<file path="config.mk">
export PLATFORM = sky130hd
export DESIGN_NAME = sud_uart_data_port
export DESIGN_NICKNAME = d
export VERILOG_FILES = /design/src/design/sud_pkg.sv /design/src/design/sud_uart_data_port.sv /design/src/design/sud_fifo.sv /design/src/design/sud_baud.sv
export SDC_FILE = /design/constraint.sdc
export NUM_CORES = 1
export LEC_CHECK = 0
export BUFFER_PORTS_ARGS = -buffer_cell sky130_fd_sc_hd__buf_4
export CAP_MARGIN = 10
export CORE_AREA = 3 3 217 219
export CTS_CLUSTER_DIAMETER = 80
export DETAILED_ROUTE_END_ITERATION = 12
export DIE_AREA = 0 0 220 222
export PLACE_DENSITY = 0.54
export SLEW_MARGIN = 20
export SYNTH_ARGS = -nofsm -noshare
export SYNTH_HDL_FRONTEND = slang
export SYNTH_HIERARCHICAL = 1
export SYNTH_SLANG_ARGS = --single-unit
export TNS_END_PERCENT = 1
</file>
<file path="constraint.sdc">
create_clock -name sys_clk -period 5.7 [get_ports sys_clk]
set_clock_uncertainty 0.1 [all_clocks]
set_input_delay 0.285 -clock sys_clk [delete_from_list [all_inputs] [get_ports sys_clk]]
set_output_delay 0.285 -clock sys_clk [all_outputs]
set_load 0.01 [all_outputs]
</file>
<file path="src/design/sud_pkg.sv">
// package: command codes, word layout, timing constants and enums of the serial uart data port
`default_nettype none
package sud_pkg;

  localparam int unsigned WORD_W     = 16;
  localparam int unsigned RX_W       = 9;
  localparam int unsigned FIFO_DEPTH = 32;
  localparam int unsigned DIV_W      = 9;

  // command field, word bits 15:14
  localparam logic [1:0] CMD_READ_DATA   = 2'h0;
  localparam logic [1:0] CMD_READ_CONFIG = 2'h1;
  localparam logic [1:0] CMD_WRITE_DATA  = 2'h2;

  // host word fields
  localparam int unsigned BIT_SUPPRESS = 10;
  localparam int unsigned BIT_RTS      = 9;
  localparam int unsigned BIT_PARITY   = 8;
  localparam int unsigned BIT_TEST     = 0;

  localparam logic [4:0] CNT_CMD_KNOWN = 5'h02;
  localparam logic [4:0] CNT_WORD_DONE = 5'h10;
  localparam logic [2:0] ZERO_GAP      = 3'h0;

  // sub-bit timing at 16x baud
  localparam logic [3:0] SUB_MID  = 4'h7;
  localparam logic [3:0] SUB_LAST = 4'hF;
  localparam logic [2:0] LAST_BIT8 = 3'h7;
  localparam logic [2:0] LAST_BIT7 = 3'h6;

  localparam logic [3:0] BAUD_SEL_RESET = 4'h0;
  localparam logic [DIV_W-1:0] DIV_BASE_LOW  = 9'h001;
  localparam logic [DIV_W-1:0] DIV_BASE_HIGH = 9'h003;

  typedef enum logic [2:0] {
    LN_IDLE   = 3'h0,
    LN_START  = 3'h1,
    LN_DATA   = 3'h3,
    LN_PARITY = 3'h2,
    LN_STOP   = 3'h6,
    LN_STOP2  = 3'h7
  } sud_line_e;

  // code 0xxx -> 1 << n, code 1xxx -> 3 << n
  function automatic logic [DIV_W-1:0] sud_divisor(input logic [3:0] sel);
    sud_divisor = (sel[3] ? DIV_BASE_HIGH : DIV_BASE_LOW) << sel[2:0];
  endfunction : sud_divisor

endpackage : sud_pkg
`default_nettype wire

</file>
<file path="src/design/sud_uart_data_port.sv">
// module: uart data port, serial word exchange with transmitter, receiver, queue and interrupt
`default_nettype none
module sud_uart_data_port
  import sud_pkg::*;
(
  input  wire logic       sys_clk,
  input  wire logic       rst,
  input  wire logic       sclk,
  input  wire logic       csN,
  input  wire logic       mosi,
  output logic            miso,
  output logic            misoOe,
  input  wire logic       oscillatorInput,
  input  wire logic       rxd,
  output logic            txd,
  input  wire logic       ctsN,
  output logic            rtsN,
  output logic            irqN,
  input  wire logic [3:0] baudSelectField,
  input  wire logic       parityEnable,
  input  wire logic       sevenBitWords,
  input  wire logic       twoStopBits,
  input  wire logic       dataAvailableMask,
  input  wire logic       txEmptyMask,
  input  wire logic       framingMask
);

  typedef struct packed {
    // word exchange
    logic              sclkQ;
    logic              csNQ;
    logic [4:0]        riseCnt;
    logic [WORD_W-1:0] hostWord;
    logic [WORD_W-1:0] outWord;
    logic              isDataCmd;
    // control and flags
    logic              testMode;
    logic              rtsAsserted;
    logic [RX_W-1:0]   txBuf;
    logic              txBufFull;
    logic              txEmptyEvt;
    logic              framingFlag;
    // transmitter
    sud_line_e         txState;
    logic [3:0]        txSub;
    logic [2:0]        txBit;
    logic [RX_W-1:0]   txShift;
    logic              txLine;
    // receiver
    sud_line_e         rxState;
    logic [3:0]        rxSub;
    logic [2:0]        rxBit;
    logic [7:0]        rxShift;
    logic              rxParity;
    logic [RX_W-1:0]   hold;
    logic              holdValid;
  } sud_port_s;

  sud_port_s st_ff;
  sud_port_s nxt_st;

  logic            tick16;
  logic            clk16;
  logic            fifoInReady;
  logic            fifoOutValid;
  logic            fifoPop;
  logic [RX_W-1:0] fifoOutData;

  logic            sclkRise;
  logic            sclkFall;
  logic            selectStart;
  logic            wordDone;
  logic [2:0]      lastBit;
  logic [7:0]      rxDataOut;

  sud_baud i_sud_baud (
    .sys_clk         (sys_clk),
    .rst             (rst),
    .oscillatorInput (oscillatorInput),
    .baudSelectField (baudSelectField),
    .tick16          (tick16),
    .clk16           (clk16)
  );

  // received words wait here until the host reads them out
  sud_fifo #(
    .WIDTH (RX_W),
    .DEPTH (FIFO_DEPTH)
  ) i_sud_fifo (
    .sys_clk  (sys_clk),
    .rst      (rst),
    .inValid  (st_ff.holdValid),
    .inReady  (fifoInReady),
    .inData   (st_ff.hold),
    .outValid (fifoOutValid),
    .outReady (fifoPop),
    .outData  (fifoOutData)
  );

  assign sclkRise    = sclk && !st_ff.sclkQ && !csN;
  assign sclkFall    = !sclk && st_ff.sclkQ && !csN;
  assign selectStart = !csN && st_ff.csNQ;
  assign wordDone    = sclkRise && (st_ff.riseCnt == CNT_WORD_DONE - 1'b1);
  assign lastBit     = sevenBitWords ? LAST_BIT7 : LAST_BIT8;
  assign fifoPop     = sclkFall && (st_ff.riseCnt == CNT_WORD_DONE) && st_ff.isDataCmd;
  assign rxDataOut   = sevenBitWords ? {1'b0, fifoOutData[6:0]} : fifoOutData[7:0];

  // pins
  assign miso   = st_ff.outWord[WORD_W-1];
  assign misoOe = !csN;
  assign txd    = (st_ff.testMode && !csN) ? 1'b0 : st_ff.txLine;
  assign rtsN   = (st_ff.testMode && !csN) ? clk16 : !st_ff.rtsAsserted;
  // level interrupt: data and framing sources stay until their cause is gone; tx-empty stays until a read or write data word
  assign irqN   = !((dataAvailableMask && fifoOutValid)
                  || (txEmptyMask && st_ff.txEmptyEvt)
                  || (framingMask && st_ff.framingFlag));

  always_comb begin
    nxt_st       = st_ff;
    nxt_st.sclkQ = sclk;
    nxt_st.csNQ  = csN;

    // ---------------- word exchange ----------------
    if (csN) begin
      nxt_st.riseCnt = '0;
    end
    if (selectStart) begin
      // reply word is frozen as the select falls
      nxt_st.riseCnt = '0;
      nxt_st.outWord = {fifoOutValid, !st_ff.txBufFull, ZERO_GAP, st_ff.framingFlag,
                        !ctsN, fifoOutValid ? {fifoOutData[RX_W-1], rxDataOut} : {RX_W{1'b0}}};
    end
    if (sclkRise) begin
      nxt_st.hostWord = {st_ff.hostWord[WORD_W-2:0], mosi};
      nxt_st.riseCnt  = st_ff.riseCnt + 1'b1;
      if (st_ff.riseCnt == CNT_CMD_KNOWN - 1'b1) begin
        nxt_st.isDataCmd = (mosi == 1'b0); // 00 or 10, bit 14 clear
        if ({st_ff.hostWord[0], mosi} == CMD_READ_CONFIG) begin
          // configuration layout is not served here; trailing bits read zero
          nxt_st.outWord[WORD_W-2:0] = '0;
        end
      end
    end
    if (sclkFall && st_ff.riseCnt != '0) begin
      nxt_st.outWord = {st_ff.outWord[WORD_W-2:0], 1'b0};
    end

    // ---------------- transmit buffer and tx-empty source ----------------
    if (st_ff.txBufFull && st_ff.txState == LN_IDLE) begin
      nxt_st.txBufFull  = 1'b0;
      nxt_st.txEmptyEvt = 1'b1;
    end else if (wordDone && st_ff.isDataCmd) begin
      nxt_st.txEmptyEvt = 1'b0;
    end

    if (wordDone) begin
      case (st_ff.hostWord[WORD_W-2:WORD_W-3])
        CMD_WRITE_DATA: begin
          nxt_st.rtsAsserted = st_ff.hostWord[BIT_RTS-1];
          if (!st_ff.hostWord[BIT_SUPPRESS-1] && !st_ff.txBufFull) begin
            // a word arriving while the buffer is full is dropped; poll bit 14 first
            nxt_st.txBuf     = {st_ff.hostWord[BIT_PARITY-1:0], mosi};
            nxt_st.txBufFull = 1'b1;
          end
        end
        CMD_READ_CONFIG: begin
          nxt_st.testMode = (mosi == 1'b1);
        end
        default: begin
        end
      endcase
    end

    // ---------------- transmitter ----------------
    case (st_ff.txState)
      LN_IDLE: begin
        nxt_st.txLine = 1'b1;
        if (st_ff.txBufFull) begin
          nxt_st.txShift = st_ff.txBuf;
          nxt_st.txState = LN_START;
          nxt_st.txSub   = '0;
          nxt_st.txBit   = '0;
          nxt_st.txLine  = 1'b0;
        end
      end
      LN_START: begin
        if (tick16) begin
          nxt_st.txSub = st_ff.txSub + 1'b1;
          if (st_ff.txSub == SUB_LAST) begin
            nxt_st.txState = LN_DATA;
            nxt_st.txLine  = st_ff.txShift[0];
          end
        end
      end
      LN_DATA: begin
        if (tick16) begin
          nxt_st.txSub = st_ff.txSub + 1'b1;
          if (st_ff.txSub == SUB_LAST) begin
            nxt_st.txBit = st_ff.txBit + 1'b1;
            // the top data bit is never sent in seven-bit mode
            if (st_ff.txBit == lastBit) begin
              if (parityEnable) begin
                nxt_st.txState = LN_PARITY;
                nxt_st.txLine  = st_ff.txShift[RX_W-1];
              end else begin
                nxt_st.txState = LN_STOP;
                nxt_st.txLine  = 1'b1;
              end
            end else begin
              nxt_st.txLine = st_ff.txShift[st_ff.txBit + 1'b1];
            end
          end
        end
      end
      LN_PARITY: begin
        if (tick16) begin
          nxt_st.txSub = st_ff.txSub + 1'b1;
          if (st_ff.txSub == SUB_LAST) begin
            nxt_st.txState = LN_STOP;
            nxt_st.txLine  = 1'b1;
          end
        end
      end
      LN_STOP: begin
        if (tick16) begin
          nxt_st.txSub = st_ff.txSub + 1'b1;
          if (st_ff.txSub == SUB_LAST) begin
            nxt_st.txState = twoStopBits ? LN_STOP2 : LN_IDLE;
          end
        end
      end
      LN_STOP2: begin
        if (tick16) begin
          nxt_st.txSub = st_ff.txSub + 1'b1;
          if (st_ff.txSub == SUB_LAST) begin
            nxt_st.txState = LN_IDLE;
          end
        end
      end
      default: begin
        nxt_st.txState = LN_IDLE;
      end
    endcase

    // ---------------- receiver ----------------
    if (st_ff.holdValid && fifoInReady) begin
      nxt_st.holdValid = 1'b0;
    end
    case (st_ff.rxState)
      LN_IDLE: begin
        if (tick16 && !rxd) begin
          nxt_st.rxState = LN_START;
          nxt_st.rxSub   = '0;
        end
      end
      LN_START: begin
        if (tick16) begin
          nxt_st.rxSub = st_ff.rxSub + 1'b1;
          if (st_ff.rxSub == SUB_MID - 1'b1) begin
            // a start bit that is gone by mid-bit was a glitch
            nxt_st.rxSub   = '0;
            nxt_st.rxBit   = '0;
            nxt_st.rxState = rxd ? LN_IDLE : LN_DATA;
          end
        end
      end
      LN_DATA: begin
        if (tick16) begin
          nxt_st.rxSub = st_ff.rxSub + 1'b1;
          if (st_ff.rxSub == SUB_LAST) begin
            nxt_st.rxShift = {rxd, st_ff.rxShift[7:1]};
            nxt_st.rxBit   = st_ff.rxBit + 1'b1;
            if (st_ff.rxBit == lastBit) begin
              nxt_st.rxParity = 1'b0;
              nxt_st.rxState  = parityEnable ? LN_PARITY : LN_STOP;
            end
          end
        end
      end
      LN_PARITY: begin
        if (tick16) begin
          nxt_st.rxSub = st_ff.rxSub + 1'b1;
          if (st_ff.rxSub == SUB_LAST) begin
            nxt_st.rxParity = rxd;
            nxt_st.rxState  = LN_STOP;
          end
        end
      end
      LN_STOP: begin
        if (tick16) begin
          nxt_st.rxSub = st_ff.rxSub + 1'b1;
          if (st_ff.rxSub == SUB_LAST) begin
            nxt_st.rxState     = rxd ? LN_IDLE : LN_STOP2;
            nxt_st.framingFlag = !rxd;
            // a full queue drops the new word rather than stall the line
            if (rxd && !st_ff.holdValid) begin
              nxt_st.holdValid = 1'b1;
              nxt_st.hold      = {st_ff.rxParity,
                                  sevenBitWords ? {1'b0, st_ff.rxShift[7:1]} : st_ff.rxShift};
            end
          end
        end
      end
      LN_STOP2: begin
        // after a broken frame the line must go high again before a new start is hunted
        if (rxd) begin
          nxt_st.rxState = LN_IDLE;
        end
      end
      default: begin
        nxt_st.rxState = LN_IDLE;
      end
    endcase
  end

  always_ff @(posedge sys_clk) begin
    if (rst) begin
      st_ff          <= '0;
      st_ff.csNQ     <= 1'b1;
      st_ff.txLine   <= 1'b1;
      st_ff.txState  <= LN_IDLE;
      st_ff.rxState  <= LN_IDLE;
    end else begin
      st_ff <= nxt_st;
    end
  end

endmodule : sud_uart_data_port
`default_nettype wire

</file>
<file path="src/design/sud_fifo.sv">
// module: parameterised valid/ready fifo holding received words
`default_nettype none
module sud_fifo
  import sud_pkg::*;
#(
  parameter int unsigned WIDTH = RX_W,
  parameter int unsigned DEPTH = FIFO_DEPTH
) (
  input  wire logic             sys_clk,
  input  wire logic             rst,
  input  wire logic             inValid,
  output logic                  inReady,
  input  wire logic [WIDTH-1:0] inData,
  output logic                  outValid,
  input  wire logic             outReady,
  output logic      [WIDTH-1:0] outData
);
  localparam int unsigned AW = $clog2(DEPTH);

  typedef struct packed {
    logic [AW-1:0] wrPtr;
    logic [AW-1:0] rdPtr;
    logic [AW:0]   count;
  } sud_fifo_s;

  sud_fifo_s st_ff;
  sud_fifo_s nxt_st;
  logic [WIDTH-1:0] mem [DEPTH];
  logic push;
  logic pop;

  assign inReady  = (st_ff.count != (AW+1)'(DEPTH));
  assign outValid = (st_ff.count != '0);
  assign outData  = mem[st_ff.rdPtr];
  assign push     = inValid && inReady;
  assign pop      = outValid && outReady;

  always_comb begin
    nxt_st = st_ff;
    if (push) begin
      nxt_st.wrPtr = st_ff.wrPtr + 1'b1;
    end
    if (pop) begin
      nxt_st.rdPtr = st_ff.rdPtr + 1'b1;
    end
    nxt_st.count = st_ff.count + (AW+1)'(push) - (AW+1)'(pop);
  end

  always_ff @(posedge sys_clk) begin
    if (rst) begin
      st_ff <= '0;
    end else begin
      st_ff <= nxt_st;
    end
  end

  always_ff @(posedge sys_clk) begin
    if (push) begin
      mem[st_ff.wrPtr] <= inData;
    end
  end
endmodule : sud_fifo
`default_nettype wire

</file>
<file path="src/design/sud_baud.sv">
// module: baud generator, divides the oscillator input into a 16x baud tick and level
`default_nettype none
module sud_baud
  import sud_pkg::*;
(
  input  wire logic       sys_clk,
  input  wire logic       rst,
  input  wire logic       oscillatorInput,
  input  wire logic [3:0] baudSelectField,
  output logic            tick16,
  output logic            clk16
);
  typedef struct packed {
    logic             oscQ;
    logic [DIV_W-1:0] cnt;
    logic             tick;
    logic             level;
  } sud_baud_s;

  sud_baud_s        st_ff;
  sud_baud_s        nxt_st;
  logic [DIV_W-1:0] baudDivisor;
  logic             oscRise;

  assign baudDivisor = sud_divisor(baudSelectField);
  assign oscRise     = oscillatorInput && !st_ff.oscQ;
  assign tick16      = st_ff.tick;
  assign clk16       = st_ff.level;

  always_comb begin
    nxt_st      = st_ff;
    nxt_st.oscQ = oscillatorInput;
    nxt_st.tick = 1'b0;
    if (oscRise) begin
      // one 16x tick per divisor oscillator periods
      if (st_ff.cnt >= baudDivisor - 1'b1) begin
        nxt_st.cnt  = '0;
        nxt_st.tick = 1'b1;
      end else begin
        nxt_st.cnt = st_ff.cnt + 1'b1;
      end
    end
    // divide by one follows the oscillator itself; otherwise high while the count is below half the divisor, rounded down
    if (baudDivisor == DIV_BASE_LOW) begin
      nxt_st.level = oscillatorInput;
    end else begin
      nxt_st.level = (nxt_st.cnt < (baudDivisor >> 1));
    end
  end

  always_ff @(posedge sys_clk) begin
    if (rst) begin
      st_ff <= '0;
    end else begin
      st_ff <= nxt_st;
    end
  end
endmodule : sud_baud
`default_nettype wire

</file>
==> out/qor.json <==
{
  "run_status": {"value": "complete, no violations"},
  "ctsResizeCount": {"value": 0},
  "placedInstanceArea": {"value": 0.0188, "unit": "sq mm"},
  "area_used_by_multi_input_combinational_logic": {"value": 0.00624, "unit": "sq mm"},
  "peakVddDrop": {"value": 0.197, "unit": "mV"},
  "synth.largest_area_cell": {"value": "edfxtp_1"},
  "layoutNonFillerInstCount": {"value": 2029},
  "p_total": {"value": 6.32, "unit": "mW"},
  "crit_path_start_kind": {"value": "register"},
  "synthMostInstantiatedCell": {"value": "edfxtp_1"},
  "holdCritPathClass": {"value": "in2reg"},
  "cts_buffer_count": {"value": 46},
  "fill_cells": {"value": 4170},
  "leak_pwr": {"value": 6.42, "unit": "nW"},
  "floorplan.initialDensity": {"value": 39.9, "unit": "%"},
  "ys_types": {"value": 79},
  "yosys-mux-area-fraction": {"value": 10.8, "unit": "%"},
  "main_combinational_cell_family_by_area_after_synthesis": {"value": "simple AND/OR/NAND/NOR gates"},
  "h-tree-depth": {"value": 2},
  "yosysWarningCount": {"value": 6},
  "detailedPlace.worstSlack": {"value": 2280, "unit": "ps"},
  "viasPerCell": {"value": 5.39},
  "post_dp_hpwl": {"value": 25800, "unit": "um"},
  "post_synthesis_adder_cell_area_fraction": {"value": 2.95, "unit": "%"},
  "postLayoutCoreUtil": {"value": 44.9, "unit": "%"},
  "avgSynthCellArea": {"value": 13.2, "unit": "sq um"},
  "synthXorXnorAreaFrac": {"value": 1.12, "unit": "%"},
  "crit_type": {"value": "reg2reg"},
  "num-nets-final": {"value": 1454},
  "core.rowCount": {"value": 78},
  "clock.fmax": {"value": 0.293, "unit": "GHz"},
  "fin_ws": {"value": 2290, "unit": "ps"},
  "dominant_synthesized_flop_cell": {"value": "edfxtp_1"},
  "antenna_cells": {"value": 0},
  "clkLatencyLatePin": {"value": 570, "unit": "ps"},
  "number_of_antenna_violations_at_the_first_check_in_global_routing": {"value": 0},
  "grt_start_max_net_pins": {"value": 85},
  "syn-instance-count": {"value": 1371},
  "clkSinkCount": {"value": 423},
  "worst_pin_slew": {"value": 1090, "unit": "ps"},
  "port-buffer-count": {"value": 22},
  "inst_count_dp": {"value": 1937},
  "max_cap_viol_count": {"value": 0},
  "grt_first_pass_wirelength": {"value": 63400, "unit": "um"},
  "setup_total_neg_slack": {"value": 0, "unit": "ps"},
  "report.final.hold_viol_count": {"value": 0},
  "critical_path.max_fanout": {"value": 16},
  "slew_headroom": {"value": 27.1, "unit": "%"},
  "dr.first_iter.drc_count": {"value": 790},
  "worst-endpoint-required": {"value": 6040, "unit": "ps"},
  "via_count": {"value": 10900},
  "timing.final.crit_share": {"value": 59.9, "unit": "%"},
  "drt_pre_antenna_iters": {"value": 5},
  "die_h": {"value": 222, "unit": "um"},
  "ranking_of_synthesized_cells_by_area": {"value": "edfxtp_1, dfxtp_1, mux2i_1"},
  "fin_hold_ws": {"value": 49.5, "unit": "ps"},
  "r2r_cells": {"value": 14},
  "ys_seq_area_share": {"value": 62.8, "unit": "%"},
  "syn_to_final_growth": {"value": 12.7, "unit": "%"},
  "async_reset_ff_share": {"value": 0, "unit": "%"},
  "use_met2": {"value": 26.1, "unit": "%"},
  "synth_area": {"value": 0.0181, "unit": "sq mm"},
  "synth_edf_count": {"value": 288},
  "postSynthNetCount": {"value": 1431},
  "vias_in_the_first_global_route": {"value": 10700},
  "die_width": {"value": 220, "unit": "um"},
  "post-route-drc-count": {"value": 0},
  "number_of_top_level_design_ports": {"value": 23},
  "rsz0062_at_grt": {"value": "no"},
  "die_area": {"value": 0.0488, "unit": "sq mm"},
  "routabilityCongestion": {"value": 0.821},
  "min_delay_path_depth": {"value": 4},
  "yosys.area.top_type_share": {"value": 47.9, "unit": "%"},
  "grt.busiest_layer": {"value": "met2"},
  "drive_gt1_share": {"value": 12.9, "unit": "%"},
  "ys_ff_latch": {"value": 423},
  "cellPowerDensity": {"value": 310, "unit": "mW/mm^2"},
  "finish.instance_area": {"value": 0.0204, "unit": "sq mm"},
  "cts.path.max_buffers": {"value": 3},
  "grtUsageMet1": {"value": 24.1, "unit": "%"},
  "post_synth_and_or_nand_nor_area_fraction": {"value": 11.3, "unit": "%"},
  "avgRoutedWirePerCell": {"value": 20.0, "unit": "um"},
  "clkSlewWorstSetupHoldPaths": {"value": 60, "unit": "ps"},
  "clock-root-buffer": {"value": "clkbuf_16"},
  "tritoncts": {"value": "yes"},
  "globalRoute.totalOverflow": {"value": 0},
  "critical_path.endpoint_type": {"value": "register"},
  "seq_area": {"value": 0.0114, "unit": "sq mm"},
  "grtUsageMet3": {"value": 2.82, "unit": "%"},
  "number_of_routed_nets_with_antenna_violations": {"value": 0},
  "drt-total-wl": {"value": 40500, "unit": "um"},
  "synth_compound_area_share": {"value": 8.30, "unit": "%"},
  "setup_viol_count_final": {"value": 0},
  "placeableCoreArea": {"value": 0.0453, "unit": "sq mm"},
  "drv_slew": {"value": 0},
  "leading_post_synthesis_cells_by_instance_count": {"value": "edfxtp_1, dfxtp_1, nor2_1"},
  "groute.usage.overall": {"value": 16.8, "unit": "%"},
  "finalWorstPathRequiredPeriod": {"value": 3410, "unit": "ps"},
  "worstPathArrival": {"value": 3750, "unit": "ps"}
}
layer usage:
metal	routed length (um)	share of wire, %
met1	18900	47
met2	18900	47
met3	1800	4.5
met4	921	2.3
met5	0	0
registers in the layout, indices dropped and copies added, names as in the netlist, named ones only:
name               count
i_sud_baud/clk16       1
i_sud_baud/st_ff      10
miso                   1
i_sud_fifo/mem       288
i_sud_fifo/st_ff      16
st_ff                101
i_sud_baud/tick16      1
critical path: stages (launching register included):
cell,delay [ps]
dfxtp_1,320
inv_1,80
ha_1,170
nand4bb_1,650
nand2_1,380
inv_1,70
ha_1,270
inv_1,50
ha_1,160
inv_1,60
fa_1,400
nand2b_1,170
a21oi_1,200
o21a_1,140
nor3_1,40
placed cells by master, fill, tap and decap left out, types with 38 or more instances in the layout:
cell type	n
inv_1	39
dfxtp_1	132
nand2_1	101
ha_1	41
mux4_2	38
clkbuf_16	49
edfxtp_1	288
nor2_1	125
nand3_1	44
mux2i_1	110
a22oi_1	40
a21oi_1	71
what timing repair did:
item / CTS / global route
hold endpoints to repair: 21 / 0
setup buffers: 0 / 0
hold buffers: 9 / 0
power by group:
part           switching, mW  internal [mW]  total, mW
clock network           1.19           1.78       2.97
logic                 0.0636         0.0353     0.0989
registers            0.00451           3.24       3.25
worst paths after layout:
path	slack, ps	endpoint	startpoint
hold / removal	50	st_ff[73]	ctsN
setup / recovery	2290	i_sud_fifo/st_ff[4]	i_sud_fifo/st_ff[2]
hold reg to reg	350	st_ff[35]	st_ff[57]
setup reg to reg	2290	i_sud_fifo/st_ff[4]	i_sud_fifo/st_ff[2]
area by class of cell:
cell class	instances	share of cell area, %
sequential	423	55.8
multi-input combinational	840	30.7
clock buffer	63	6.43
tap	600	3.69
timing repair buffer	44	1.73
clock inverter	20	0.977
inverter	39	0.719
cell families (layout without fill, tap and decap cells):
logic type,count (synthesis),in the layout
flops,423,423
simple gates,409,409
compound gates,218,218
mux,148,148
buf+inv,108,166
fa+ha+maj,42,42
xor+xnor,23,23
Power figures use the tool's default switching activity.
